File: src/sipo_consts.vh
// constants for the serial-in latched power-out shifter
`ifndef SIPO_CONSTS_VH
`define SIPO_CONSTS_VH
`define SIPO_WIDTH 8
`define SIPO_CLEAR_VALUE 8'h00
`define SIPO_SYNC_STAGES 2
`endif

File: src/sipo_sync.v
// two-flop synchroniser bank for pin inputs
`timescale 1ns/1ps
`default_nettype none
module sipo_sync #(
    parameter WIDTH = 5
) (
    // clock and reset
    input wire i_core_clk,
    input wire i_nrst,
    // pins in and synchronised levels out
    input wire [WIDTH-1:0] i_async,
    output reg [WIDTH-1:0] o_sync
);
    reg [WIDTH-1:0] meta;

    // first stage feeds only the second
    always @(posedge i_core_clk or negedge i_nrst) begin
        if (!i_nrst) begin
            meta <= {WIDTH{1'b0}};
            o_sync <= {WIDTH{1'b0}};
        end else begin
            meta <= i_async;
            o_sync <= meta;
        end
    end
endmodule
`default_nettype wire

File: src/sipo_shifter.v
// serial-in shift chain, storage latch and open-drain output stage
// Behaviour
// - eight-stage shift chain feeds eight-bit latch
// - shift clock rise shifts; latch clock rise captures
// - clear_n high passes latch to outputs while output enable is low
// - clear_n low zeroes chain, latch, cascade and output buffer
// - output enable high forces all switches off
// - output enable low lets outputs follow latch
// - buffer bit one turns its switch on
// - cascade output changes on shift clock fall
`timescale 1ns/1ps
`default_nettype none
`include "sipo_consts.vh"
module sipo_shifter #(
    parameter WIDTH = `SIPO_WIDTH
) (
    // core clock and reset
    input wire i_core_clk,
    input wire i_nrst,
    // serial control pins from the host
    input wire i_shift_data_input,
    input wire i_shift_clock,
    input wire i_latch_clock,
    input wire i_clear_n,
    input wire i_output_enable_n,
    // cascade output to the next stage
    output reg o_cascade_data_output,
    // open-drain switches: drive low when enabled
    output reg [WIDTH-1:0] o_drain_out,
    output reg [WIDTH-1:0] o_drain_oe
);
    // positions of the pins in the synchroniser bank
    localparam PIN_COUNT = 5;
    localparam PIN_DATA = 0;
    localparam PIN_SHIFT = 1;
    localparam PIN_LATCH = 2;
    localparam PIN_CLEAR = 3;
    localparam PIN_ENABLE = 4;
    // last stage of the chain, seen by the cascade output
    localparam LAST = WIDTH - 1;

    // pin bank before and after synchronisation
    wire [PIN_COUNT-1:0] pins_raw;
    wire [PIN_COUNT-1:0] pins_sync;

    // synchronised pin levels
    wire data_s;
    wire sck_s;
    wire lck_s;
    wire clr_n_s;
    wire oe_n_s;

    // clock edges found by the core clock
    wire shift_rise;
    wire shift_fall;
    wire latch_rise;

    // clock levels one core cycle ago
    reg sck_d;
    reg lck_d;

    // shift chain, storage latch and their next values
    reg [WIDTH-1:0] chain;
    reg [WIDTH-1:0] next_chain;
    reg [WIDTH-1:0] latch;
    reg [WIDTH-1:0] next_latch;

    // cascade and output buffer next values
    reg next_cascade;
    reg [WIDTH-1:0] next_buf;

    // rising edge: high now, low one core cycle ago
    function rise_seen;
        input now_level;
        input last_level;
        begin
            rise_seen = now_level & ~last_level;
        end
    endfunction

    // falling edge: low now, high one core cycle ago
    function fall_seen;
        input now_level;
        input last_level;
        begin
            fall_seen = ~now_level & last_level;
        end
    endfunction

    // one shift step: serial bit enters at bit zero, the top bit drops out
    function [WIDTH-1:0] shift_once;
        input [WIDTH-1:0] old_chain;
        input serial_bit;
        begin
            shift_once = {old_chain[WIDTH-2:0], serial_bit};
        end
    endfunction

    // pins cross into the core clock through two flops
    // limitation: pin pulses shorter than one core cycle can be missed
    assign pins_raw = {i_output_enable_n, i_clear_n, i_latch_clock, i_shift_clock, i_shift_data_input};
    sipo_sync #(
        .WIDTH(PIN_COUNT)
    ) sipo_sync_i (
        .i_core_clk(i_core_clk),
        .i_nrst(i_nrst),
        .i_async(pins_raw),
        .o_sync(pins_sync)
    );

    assign data_s = pins_sync[PIN_DATA];
    assign sck_s = pins_sync[PIN_SHIFT];
    assign lck_s = pins_sync[PIN_LATCH];
    assign clr_n_s = pins_sync[PIN_CLEAR];
    assign oe_n_s = pins_sync[PIN_ENABLE];

    // reset to the idle low level so that no false edge follows reset
    always @(posedge i_core_clk or negedge i_nrst) begin
        if (!i_nrst) begin
            sck_d <= 1'b0;
        end else begin
            sck_d <= sck_s;
        end
    end

    always @(posedge i_core_clk or negedge i_nrst) begin
        if (!i_nrst) begin
            lck_d <= 1'b0;
        end else begin
            lck_d <= lck_s;
        end
    end

    // data comes from the same sample as the edge, so pin setup is kept inside the core
    assign shift_rise = rise_seen(sck_s, sck_d);
    assign shift_fall = fall_seen(sck_s, sck_d);
    assign latch_rise = rise_seen(lck_s, lck_d);

    // while clear is low both clocks are ignored
    always @* begin
        next_chain = chain;
        if (!clr_n_s) begin
            next_chain = `SIPO_CLEAR_VALUE;
        end else if (shift_rise) begin
            next_chain = shift_once(chain, data_s);
        end
    end

    // a latch rise with a coincident shift takes the chain before the shift
    always @* begin
        next_latch = latch;
        if (!clr_n_s) begin
            next_latch = `SIPO_CLEAR_VALUE;
        end else if (latch_rise) begin
            next_latch = chain;
        end
    end

    // cascade waits for the fall to give the next stage half a period of hold
    always @* begin
        next_cascade = o_cascade_data_output;
        if (!clr_n_s) begin
            next_cascade = 1'b0;
        end else if (shift_fall) begin
            next_cascade = chain[LAST];
        end
    end

    // output buffer: clear and enable gate the latch
    always @* begin
        if (!clr_n_s || oe_n_s) begin
            next_buf = {WIDTH{1'b0}};
        end else begin
            next_buf = latch;
        end
    end

    // shift chain register
    always @(posedge i_core_clk or negedge i_nrst) begin
        if (!i_nrst) begin
            chain <= `SIPO_CLEAR_VALUE;
        end else begin
            chain <= next_chain;
        end
    end

    // storage latch register
    always @(posedge i_core_clk or negedge i_nrst) begin
        if (!i_nrst) begin
            latch <= `SIPO_CLEAR_VALUE;
        end else begin
            latch <= next_latch;
        end
    end

    // cascade flop
    always @(posedge i_core_clk or negedge i_nrst) begin
        if (!i_nrst) begin
            o_cascade_data_output <= 1'b0;
        end else begin
            o_cascade_data_output <= next_cascade;
        end
    end

    // open drain: the pin level is only ever pulled low
    always @(posedge i_core_clk or negedge i_nrst) begin
        if (!i_nrst) begin
            o_drain_out <= {WIDTH{1'b0}};
        end else begin
            o_drain_out <= {WIDTH{1'b0}};
        end
    end

    // a one in the buffer pulls the drain low; a zero releases it
    always @(posedge i_core_clk or negedge i_nrst) begin
        if (!i_nrst) begin
            o_drain_oe <= {WIDTH{1'b0}};
        end else begin
            o_drain_oe <= next_buf;
        end
    end
endmodule
`default_nettype wire

File: config.mk
export PLATFORM = sky130hd
export DESIGN_NAME = sipo_shifter
export DESIGN_NICKNAME = d
export VERILOG_FILES = /design/src/sipo_sync.v /design/src/sipo_shifter.v
export VERILOG_INCLUDE_DIRS = /design/src
export SDC_FILE = /design/constraint.sdc
export NUM_CORES = 1
export LEC_CHECK = 0
export ABC_CLOCK_PERIOD_IN_PS = 2100
export BUFFER_PORTS_ARGS = -buffer_cell sky130_fd_sc_hd__buf_4
export CORE_MARGIN = 2
export CORE_UTILIZATION = 57
export DETAILED_ROUTE_END_ITERATION = 12
export GPL_TIMING_DRIVEN = 0
export PLACE_DENSITY_LB_ADDON = 0.05
export SLEW_MARGIN = 20
export SYNTH_ARGS = -nofsm -noshare
export SYNTH_HDL_FRONTEND = slang
export SYNTH_SLANG_ARGS = --single-unit
File: constraint.sdc
create_clock -name i_core_clk -period 2.1 [get_ports i_core_clk]
set_clock_uncertainty 0.05 [all_clocks]
set_input_delay 0.42 -clock i_core_clk [delete_from_list [all_inputs] [get_ports i_core_clk]]
set_output_delay 0.42 -clock i_core_clk [all_outputs]
set_load 0.02 [all_outputs]
### After elaboration in Yosys (flattened, before gate mapping)

Cells that the tools add are included.

| word-level totals | value |
|---|---|
| memory bits (read-only) | 0 |
| memories | 0 |
| word-level logic and storage cells | 26 |
| output and inout port bits | 17 |
| bits in writable memories | 0 |
| flip-flop bits (word level) | 37 |
| bits in latches | 0 |
| input bits | 7 |

| cells by class | value |
|---|---|
| eq/ne operators | 3 |
| reduce and logical (&&, ||, !) cells | 2 |
| $mul | 0 |
| bitwise logic cells | 6 |
| shift-type cells | 0 |
| divide/modulo/power cells | 0 |
| muxes and demuxes | 7 |
| add/sub/neg operators | 0 |
| magnitude comparators | 0 |

Operator list:

| operator | count |
|---|---|
| 2-to-1 mux 8 bit | 5 |
| inequality test 2 bit (second input constant) | 3 |
| bitwise AND 1 bit | 3 |
| inverter 1 bit | 3 |
| 2-to-1 mux 1 bit | 2 |
| zero test 1 bit | 1 |
| logical OR 1 bit | 1 |

### Logic depth before layout (Yosys ltp)

Gate-level depths: netlist (run 1).

| depth | value |
|---|---|
| word-level depth | 4 |
| gate-level depth with buffers | 4 |
| mapped depth without buffers | 2 |

### By module

A second synthesis (run 1) with hierarchy kept.

| unflattened totals | value |
|---|---|
| cell total of the unflattened synthesis | 97 |
| area, all modules | 1362.6 µm² |

By module, submodules not included:

| module | instances | area each (µm²) | cells each | sequential area each (µm²) |
|---|---|---|---|---|
| sipo_shifter | 1 | 1112.3 | 87 | 675.6 |
| sipo_sync | 1 | 250.2 | 10 | 250.2 |

### Least setup slack after synthesis (run 1)

Ideal clock, no wire load.

| path | value |
|---|---|
| path type | register to register |
| start point | reg sck_d |
| end point | reg chain[0] |
| path buffers | 1 |
| setup slack | 1.176 ns |
| clock period less this slack | 0.924 ns |
| stages on the path, launching flop included | 4 |
| required time | 1.971 ns |
| setup time | 0.079 ns |
| arrival time | 0.795 ns |
| cells stage by stage | dfrtp_1 nor2b_4 buf_6 mux2i_1 |

| on the way | value |
|---|---|
| longest elaborated chain between the ends | 3 |

RTL lines:

| what | line | source |
|---|---|---|
| start, declared | sipo_shifter.v:59 | `reg sck_d;` |
| start signal, assigned | sipo_shifter.v:122 | `sck_d <= sck_s;` |
| inverter 1 bit | sipo_shifter.v:77 | `rise_seen = now_level & ~last_level;` |
| bitwise AND 1 bit | sipo_shifter.v:77 |  |
| inequality test 2 bit (no source line) | n/a |  |
| end signal, assigned | sipo_shifter.v:181 | `` chain <= `SIPO_CLEAR_VALUE; `` |
| end signal, assigned | sipo_shifter.v:183 | `chain <= next_chain;` |
| end, declared | sipo_shifter.v:63 | `reg [WIDTH-1:0] chain;` |

Every way passes these cells.
A chain may end at the register's enable or synchronous reset.

### Worst setup path in the final report (run 1)

| path | value |
|---|---|
| start point | reg o_cascade_data_output |
| end point | out o_cascade_data_output |

RTL lines:

| what | line | source |
|---|---|---|
| start, declared | sipo_shifter.v:27 | `output reg o_cascade_data_output,` |
| start signal, assigned | sipo_shifter.v:201 | `o_cascade_data_output <= next_cascade;` |

No word-level cell between the ends.

==> metrics.txt, run 1 <==
outcome=finished, final reports clean; via count=719; Initial Util=61.01%; Distinct cells, synth=9; register area share after synthesis=67.95%; Worst Hold Class=in2reg; top cell type's share of synthesized area=67.95%; Die X-Extent=52.89 um; Async S/R FF share, synth=100.0%; Crit. End Element=primary output; site row count=17; area leader, netlist=dfrtp_1; Die ar.=2797 um2; PortBufs=15; area grow syn2layout=17.54%; unrepaired setup endpoints after global routing=false; vias per cell=4.639; share of cells above drive strength 1=27.56%; Detailed Route WL=1751 um; Inserted Clock Buffers=5; Max Slew Vio Count=0; beginning of the critical path=o_cascade_data_output; Final ANT Viol Nets=0; CTS tree=built; Critical-path top delay cell=dfrtp_1; post-synthesis cell count=97; # setup viols final=0; Critical path buffers and inverters=1; synth warn=0; Post-CTS Resized=0; fill count=159; cells along the critical path=buf_4; crit path DAT=880 ps; multi-input logic area=357.8 um2; Sink Count=37; remaining global-route overflow=0; clock latency on the worst-skew pair=330 ps; CP required=1630 ps; Seq cells post-synth=37; initial drt markers=6; Post-CTS Setup Inserts=0; drt first pass iters=2; Ant. Diodes=0; H-tree level count=2; cts hold-fix bufs=1; crit-path max cell delay=390 ps; count leader, synth=dfrtp_1; Final period util=64.11%; Routability Congestion=0.6761; core footprint=2233 um2; crit start category=flop; Power per Cell Area=737.9 nW/um2; die height=52.89 um; Root Driver=clkbuf_4; average cell area after synthesis=14.05 um2; Hold Fails Final Rpt=0; Reg2Reg Setup Slack=1100 ps; Clock Tree Buf Depth=2; top_reg_cell synth=dfrtp_1; Worst Setup Path Type=reg2out; FF-to-FF Start=sck_d; Ports=24; largest net degree at the start of global routing=38; Residual DRC=0; Post-synth EDFFs=0; cell family with most CP delay=flip-flops; Avg WL per Cell=11.30 um; fmax=0.7427 GHz; GRT Resource Usage Total=17.19%; hold_sp=i_clear_n; Peak VDD IR=495.5 uV; Static Leak=0.8521 nW; Post-Syn Area=1363 um2; nets=134; fin crit period=1346 ps; largest cells by area after synthesis=dfrtp_1 68%, mux2i_1 12%, nand2_1 5.0%; Sequential Area=925.9 um2; max cap viols=0; CTS clk-pin slew, worst paths=100 ps; vias in the first global route=683; first-pass GRT wire length=3146 um; setup_tns=0 ps; crit-path max FO=2; Post-synth top cells=37 x dfrtp_1, 18 x nand2_1, 17 x mux2i_1; worst hold slack=132.8 ps; initial antenna violation count=0
metrics by stage:
| step | instances | instance area (um2) | util (%) | setup WS [ps] | total power [mW] |
|---|---|---|---|---|---|
| floorplan | 104 | 1389 | - | 1176 | 0.7996 |
| global placement | 147 | 1536 | 68.80 | 1121 | 0.8253 |
| detailed placement | 147 | 1536 | 68.80 | 1112 | 0.8280 |
| CTS | 155 | 1602 | 71.71 | 733.1 | 1.197 |
| global route | 155 | 1602 | 71.71 | 687.0 | 1.236 |
| finish | 155 | 1602 | 71.71 | 753.6 | 1.182 |
logic make-up (layout without fill, tap and decap cells):
kind of cell,after synthesis,count (layout),synth area share [%]
simple gates,30,30,11.57
flops,37,37,67.95
other cells,1,8,0.2752
mux,17,17,12.49
buf+inv,12,35,7.713
power by group:
| group | internal (mW) | switching, mW |
|---|---|---|
| sequential | 0.726 | 0.00603 |
| clock | 0.158 | 0.210 |
| combinational | 0.0368 | 0.0454 |
placed cells by master (no fill, tap or decap):
cell type,instances
buf_6,4
mux2i_1,17
clkbuf_4,5
nand2b_1,2
and2_1,8
dlygate4sd3_1,1
clkbuf_1,1
conb_1,8
nand2_1,18
buf_4,23
nor2b_4,2
dfrtp_1,37
clkbuf_8,1
metal layers:
layer,routed length (um),up-vias,track usage (%)
met5,0,-,0
met4,39,0,10.26
met3,144,5,8.475
met2,817,27,25.83
met1,749,335,19.69
li1,-,352,-
path summary, 6_finish.rpt:
check | end | cells past startpoint
worst min-delay path | sipo_sync_i.meta[3] | 1
worst min register to register | sipo_sync_i.o_sync[4] | 0
max in group asynchronous | chain[2] | 2
worst max register to register | chain[3] | 3
min in group asynchronous | latch[4] | 2
worst max-delay path | o_cascade_data_output | 1
final cells by class:
| class | instances | area share, % |
|---|---|---|
| buffer | 12 | 6.562 |
| clock buffer | 7 | 3.437 |
| multi-input combinational | 55 | 22.34 |
| sequential | 37 | 57.81 |
| tap | 28 | 2.187 |
| timing repair buffer | 16 | 7.656 |
sequential cells by signal, indices dropped and copies added, names as in the netlist:
| name | count |
|---|---|
| latch | 8 |
| o_drain_oe | 8 |
| lck_d | 1 |
| o_cascade_data_output | 1 |
| sck_d | 1 |
| sipo_sync_i.o_sync | 5 |
| chain | 8 |
| sipo_sync_i.meta | 5 |
No activity file was read; power rests on OpenSTA's default activity.
==> run 2, diff against run 1 <==
--- a/config.mk
+++ b/config.mk
@@ -6,10 +6,11 @@
 export SDC_FILE = /design/constraint.sdc
 export NUM_CORES = 1
 export LEC_CHECK = 0
-export ABC_CLOCK_PERIOD_IN_PS = 2100
+export ABC_AREA = 1
+export ABC_CLOCK_PERIOD_IN_PS = 1400
 export BUFFER_PORTS_ARGS = -buffer_cell sky130_fd_sc_hd__buf_4
 export CORE_MARGIN = 2
-export CORE_UTILIZATION = 57
+export CORE_UTILIZATION = 53
 export DETAILED_ROUTE_END_ITERATION = 12
 export GPL_TIMING_DRIVEN = 0
 export PLACE_DENSITY_LB_ADDON = 0.05
==> constraint.sdc (replaced) <==
create_clock -name i_core_clk -period 1.4 [get_ports i_core_clk]
set_clock_uncertainty 0.05 [all_clocks]
set_input_delay 0.28 -clock i_core_clk [delete_from_list [all_inputs] [get_ports i_core_clk]]
set_output_delay 0.28 -clock i_core_clk [all_outputs]
set_load 0.02 [all_outputs]
==> run 2 against run 1 <==
Sequential cell count did not move. Via count rose by 25%. Wire length rose by 19%. Cell count rose by 34%. Area after synthesis rose by 1.7%. Critical endpoint unchanged. Highest routed layer unchanged. Power rose by 47%. Critical path depth did not move. Utilization fell by 4.1 points. Sequential power rose by 50%. Synthesized cell count rose by 46%. Non-clock buffer count rose by 3.
==> metrics.txt, run 2 <==
outcome=finished, final reports clean (unchanged); Crit. End Element=primary output (unchanged); # setup viols final=0 (unchanged); final core occ=67.58% (was 71.71%); area leader, netlist=dfrtp_1 (unchanged); Routability Congestion=0.7711 (was 0.6761); Final HPWL DP=1474 um; die height=55.15 um (was 52.89 um); fill count=212 (was 159); top cell type's share of synthesized area=66.79% (was 67.95%); max cap viols=0 (unchanged); Detailed Route WL=2082 um (was 1751 um); Top Registers=chain x8, latch x8, o_drain_oe x8 (unchanged); crit-path max cell delay=390 ps (about the same); Async S/R FF share, synth=100.0% (unchanged); Root Driver=clkbuf_4 (unchanged); Die ar.=3041 um2 (was 2797 um2); post-synthesis cell count=142 (was 97); site row count=18 (was 17); fin crit period=1210 ps; Seq cells post-synth=37 (unchanged); Worst Hold Class=reg2reg (was in2reg); Post-synth top cells=49 x nand2_1, 37 x dfrtp_1, 16 x inv_1 (was 37 x dfrtp_1, 18 x nand2_1, 17 x mux2i_1); Post-CTS Resized=0 (unchanged); Critical-path top delay cell=dfrtp_1 (unchanged); clock latency on the worst-skew pair=340 ps (was 330 ps); largest net degree at the start of global routing=38 (unchanged); H-tree level count=2 (unchanged); Hold Fails Final Rpt=0 (unchanged); Final period util=86.46%; most common cell after layout, fill and taps aside=nand2_1 (was dfrtp_1); Inserted Clock Buffers=5 (unchanged); Initial Util=55.96% (was 61.01%); crit-path max FO=2 (unchanged); CTS tree=built (unchanged); PortBufs=15 (unchanged); setup_tns=0 ps (unchanged); initial antenna violation count=0 (unchanged); Peak VDD IR=812.3 uV (was 495.5 uV); area grow syn2layout=20.76% (was 17.54%); worst r2r dst=chain[4] (was chain[3]); vias in the first global route=870 (was 683); top_reg_cell synth=dfrtp_1 (unchanged); Power per Cell Area=1040 nW/um2 (was 737.9 nW/um2); unrepaired setup endpoints after global routing=false (unchanged); commonest cells after routing, fill and taps aside=49 x nand2_1, 37 x dfrtp_1, 24 x buf_4 (was 37 x dfrtp_1, 23 x buf_4, 18 x nand2_1); dpl ws=437.3 ps (was 1112 ps); Die X-Extent=55.15 um (was 52.89 um); via count=897 (was 719); Post-synth EDFFs=0 (unchanged); Worst Setup Path Type=reg2out (unchanged); initial drt markers=10 (was 6); share of cells above drive strength 1=23.60% (was 27.56%); first-pass GRT wire length=3684 um (was 3146 um); Post-Syn Area=1386 um2 (was 1363 um2); Distinct cells, synth=12 (was 9); crit path DAT=880 ps (about the same); register area share after synthesis=66.79% (was 67.95%); FF-to-FF path depth=5 (was 3); vias per cell=4.313 (was 4.639); CTS clk-pin slew, worst paths=100 ps (about the same); remaining global-route overflow=0 (unchanged); synth warn=0 (unchanged); fmax=0.8261 GHz; Clock Tree Buf Depth=2 (unchanged); cells along the critical path=buf_4 (unchanged); Final WS setup=189.5 ps (was 753.6 ps); # placed instances=194 (was 147); Critical path buffers and inverters=1 (unchanged); Final Instance Count excl. Fillers=208 (was 155); Hold Path End=sipo_sync_i.o_sync[1] (was sipo_sync_i.meta[3]); Residual DRC=0 (unchanged); count leader, synth=nand2_1 (was dfrtp_1); average cell area after synthesis=9.763 um2 (was 14.05 um2); largest cells by area after synthesis=dfrtp_1 67%, nand2_1 13%, buf_4 4.9% (was dfrtp_1 68%, mux2i_1 12%, nand2_1 5.0%); Max Slew Vio Count=0 (unchanged); Worst Hold Depth=0 (was 1); FF-to-FF Start=sck_d (unchanged); hold_sp=sipo_sync_i.meta[1] (was i_clear_n); cell family with most CP delay=flip-flops (unchanged); Avg WL per Cell=10.01 um (was 11.30 um); CP required=1070 ps (was 1630 ps); nets=184 (was 134); GRT Resource Usage Total=18.27% (was 17.19%); Sink Count=37 (unchanged); drt first pass iters=4 (was 2); Static Leak=0.9690 nW (was 0.8521 nW); Ant. Diodes=0 (unchanged); core footprint=2477 um2 (was 2233 um2); crit start category=flop (unchanged); Final ANT Viol Nets=0 (unchanged); Reg2Reg Setup Slack=420 ps (was 1100 ps); Ports=24 (unchanged)
[run 2: cell types whose count changed after synthesis, moves of 4 or more]
| cell | before | now |
|---|---|---|
| mux2i_1 | 17 | 0 |
| nor2_1 | 0 | 8 |
| nand2_1 | 18 | 49 |
| buf_6 | 4 | 0 |
| and2_1 | 8 | 0 |
| nand3_1 | 0 | 9 |
| inv_2 | 0 | 6 |
| inv_1 | 0 | 16 |
[run 2: final cells by class]
type	instances	area (um2)	share of cell area, %
Inverter	22	82.58	4.933
Clock buffer	6	41.29	2.466
Timing Repair Buffer	21	172.7	10.31
Tap cell	30	37.54	2.242
Buffer	10	72.57	4.335
Clock inverter	2	10.01	0.5979
Sequential cell	37	925.9	55.31
Multi-Input combinational cell	80	331.6	19.81
[run 2: metrics by stage]
stage                     instance area, um2  hold slack, ps  power [mW]
after CTS                               1674           309.3       1.761
final                                   1674           307.1       1.741
after global routing                    1674           324.4       1.824
after floorplan                         1413          -65.59       1.187
after global placement                  1563           204.4       1.229
after detailed placement                1563           210.8       1.232
[run 2: cells by family (layout without fill, tap and decap cells)]
| logic type | after synthesis | in the layout | share of synthesized area (%) |
|---|---|---|---|
| and+or+nand+nor | 72 | 72 | 21.75 |
| buffers and inverters | 32 | 61 | 11.19 |
| DFF | 37 | 37 | 66.79 |
| other | 1 | 8 | 0.2705 |
[run 2: worst max path at each step]
| stage | from | to | slack (ps) | cells past startpoint |
|---|---|---|---|---|
| floorplan | sipo_sync_i.o_sync[3] | latch[6] | 530 | 5 |
| global placement | sck_d | chain[1] | 450 | 5 |
| detailed placement | sck_d | chain[7] | 440 | 5 |
| CTS | o_cascade_data_output | o_cascade_data_output | 170 | 1 |
| global route | o_drain_oe[0] | o_drain_oe[0] | 140 | 1 |
| finish | o_cascade_data_output | o_cascade_data_output | 190 | 1 |
[run 2: where the power goes]
group / internal [mW] / total (mW) / switching, mW / leakage (nW)
combinational: 0.0472 / 0.124 / 0.0765 / 0.448
sequential: 1.09 / 1.10 / 0.00940 / 0.489
clock: 0.191 / 0.519 / 0.328 / 0.0320
[run 2: what timing repair did]
action | in CTS | in global routing
setup buffers | 0 | 0
hold buffers | 6 | 0
endpoints found under the hold margin | 42 | 0
[run 2: per-layer routing]
metal  vias up  global-route usage [%]  share of wire [%]
li1        471                       -                  -
met4         0                   9.756                1.9
met3         4                   7.258                6.1
met5         -                       0                  0
met2        22                   29.37                 50
met1       400                   20.89                 42
==> run 3, diff against run 2 <==
--- a/config.mk
+++ b/config.mk
@@ -13,6 +13,7 @@
 export CORE_UTILIZATION = 53
 export DETAILED_ROUTE_END_ITERATION = 12
 export GPL_TIMING_DRIVEN = 0
+export MAX_ROUTING_LAYER = met4
 export PLACE_DENSITY_LB_ADDON = 0.05
 export SLEW_MARGIN = 20
 export SYNTH_ARGS = -nofsm -noshare
==> run 3 against run 2 <==
Fmax shrank 0.17%. Utilization is the same. Wire length grew 0.19%. Global-route usage grew 0.52 points. Power is essentially flat. Sequential cell count is the same. Largest cell class unchanged.
==> metrics.txt, run 3 (same netlist as run 2, synthesis figures left out) <==
fmax=0.8247 GHz (was 0.8261 GHz); Routability Congestion=0.7815 (was 0.7711); Detailed Route WL=2086 um (was 2082 um); Sequential Area=925.9 um2 (unchanged); Crit. End Element=primary output (unchanged); PortBufs=15 (unchanged); site row count=18 (unchanged); fill count=212 (unchanged); drt first pass iters=4 (unchanged); PnR Total Power=1.742 mW (was 1.741 mW); Avg WL per Cell=10.03 um (was 10.01 um); Final WS setup=187.5 ps (was 189.5 ps); dpl ws=437.3 ps (unchanged); Critical-path top delay cell=dfrtp_1 (unchanged); FF-to-FF Start=sck_d (unchanged); unrepaired setup endpoints after global routing=false (unchanged); initial antenna violation count=0 (unchanged); Critical path buffers and inverters=1 (unchanged); setup_tns=0 ps (unchanged); Final Instance Count excl. Fillers=208 (unchanged); Ant. Diodes=0 (unchanged); placed instance area=1563 um2 (unchanged); Die X-Extent=55.15 um (unchanged); Max Slew Vio Count=0 (unchanged); Sink Count=37 (unchanged); initial drt markers=10 (unchanged); hold_sp=sipo_sync_i.meta[1] (unchanged); worst hold slack=307.1 ps (about the same); crit-path max FO=2 (unchanged); Peak VDD IR=812.4 uV (was 812.3 uV); clock latency on the worst-skew pair=340 ps (about the same); final core occ=67.58% (unchanged); GRT Resource Usage Total=18.79% (was 18.27%); multi-input logic area=331.6 um2 (unchanged); crit-path max cell delay=390 ps (about the same); beginning of the critical path=o_cascade_data_output (unchanged); crit start category=flop (unchanged); CP required=1070 ps (about the same); Residual DRC=0 (unchanged); share of cells above drive strength 1=23.60% (unchanged); Final Cell Area=1674 um2 (unchanged); most common cell after layout, fill and taps aside=nand2_1 (unchanged); # placed instances=194 (unchanged); Post-CTS Resized=0 (unchanged); via count=901 (was 897); Final period util=86.61% (was 86.46%); outcome=finished, final reports clean (unchanged); Final HPWL DP=1474 um (unchanged); vias per cell=4.332 (was 4.313); CTS clk-pin slew, worst paths=100 ps (about the same); Static Leak=0.9690 nW (unchanged); die height=55.15 um (unchanged); Die ar.=3041 um2 (unchanged); Worst Setup Path Type=reg2out (unchanged); largest net degree at the start of global routing=38 (unchanged); Ports=24 (unchanged); first-pass GRT wire length=3684 um (unchanged); core footprint=2477 um2 (unchanged); Top Registers=chain x8, latch x8, o_drain_oe x8 (unchanged); Power per Cell Area=1041 nW/um2 (was 1040 nW/um2); commonest cells after routing, fill and taps aside=49 x nand2_1, 37 x dfrtp_1, 24 x buf_4 (unchanged); Initial Util=55.96% (unchanged); area grow syn2layout=20.76% (unchanged); Worst Hold Class=reg2reg (unchanged); Clock Tree Buf Depth=2 (unchanged); cells along the critical path=buf_4 (unchanged); fin crit period=1213 ps (was 1210 ps); Inserted Clock Buffers=5 (unchanged); Final ANT Viol Nets=0 (unchanged); Root Driver=clkbuf_4 (unchanged); max cap viols=0 (unchanged); cell family with most CP delay=flip-flops (unchanged); # setup viols final=0 (unchanged); vias in the first global route=871 (was 870); H-tree level count=2 (unchanged); remaining global-route overflow=0 (unchanged); CTS tree=built (unchanged); crit path DAT=880 ps (about the same); nets=184 (unchanged); Hold Fails Final Rpt=0 (unchanged)
## run 3: cell counts in the layout (fill, tap and decap cells not counted)
No cell type changed its count.
## run 3: path summary, 6_finish.rpt
check / depth (start not counted) / slack, ps / endpoint
worst max-delay path: 1 / 190 / o_cascade_data_output
worst min-delay path: 0 / 310 / sipo_sync_i.o_sync[1]
max in group asynchronous: 2 / 620 / chain[2]
worst max register to register: 5 / 420 / chain[4]
worst min register to register: 0 / 310 / sipo_sync_i.o_sync[1]
min in group asynchronous: 2 / 370 / o_drain_oe[0]
## run 3: repair_timing
action                    in CTS  in global routing
hold buffers                   6                  0
hold endpoints to repair      42                  0
buffers inserted               0                  0
## run 3: power by group
| part | leakage (nW) | switching, mW | internal [mW] |
|---|---|---|---|
| combinational | 0.448 | 0.0765 | 0.0472 |
| sequential | 0.489 | 0.00940 | 1.09 |
| clock | 0.0320 | 0.330 | 0.191 |
| total | 0.969 | 0.415 | 1.33 |
## run 3: per-layer routing
metal  GRT usage [%]  vias up  wire, um
met1           20.89      402       874
met2           29.37       22      1033
li1                -      471         -
met4           9.756        0        51
met5               -        -         0
met3           7.258        6       127
## run 3: area by class of cell
type,count,share of cell area (%)
flip-flops and latches,37,55.31
multi-input cells,80,19.81
repair buffers,21,10.31
inverters,22,4.933
plain buffers,10,4.335
clock buffers,6,2.466
well taps,30,2.242
clock inverters,2,0.5979
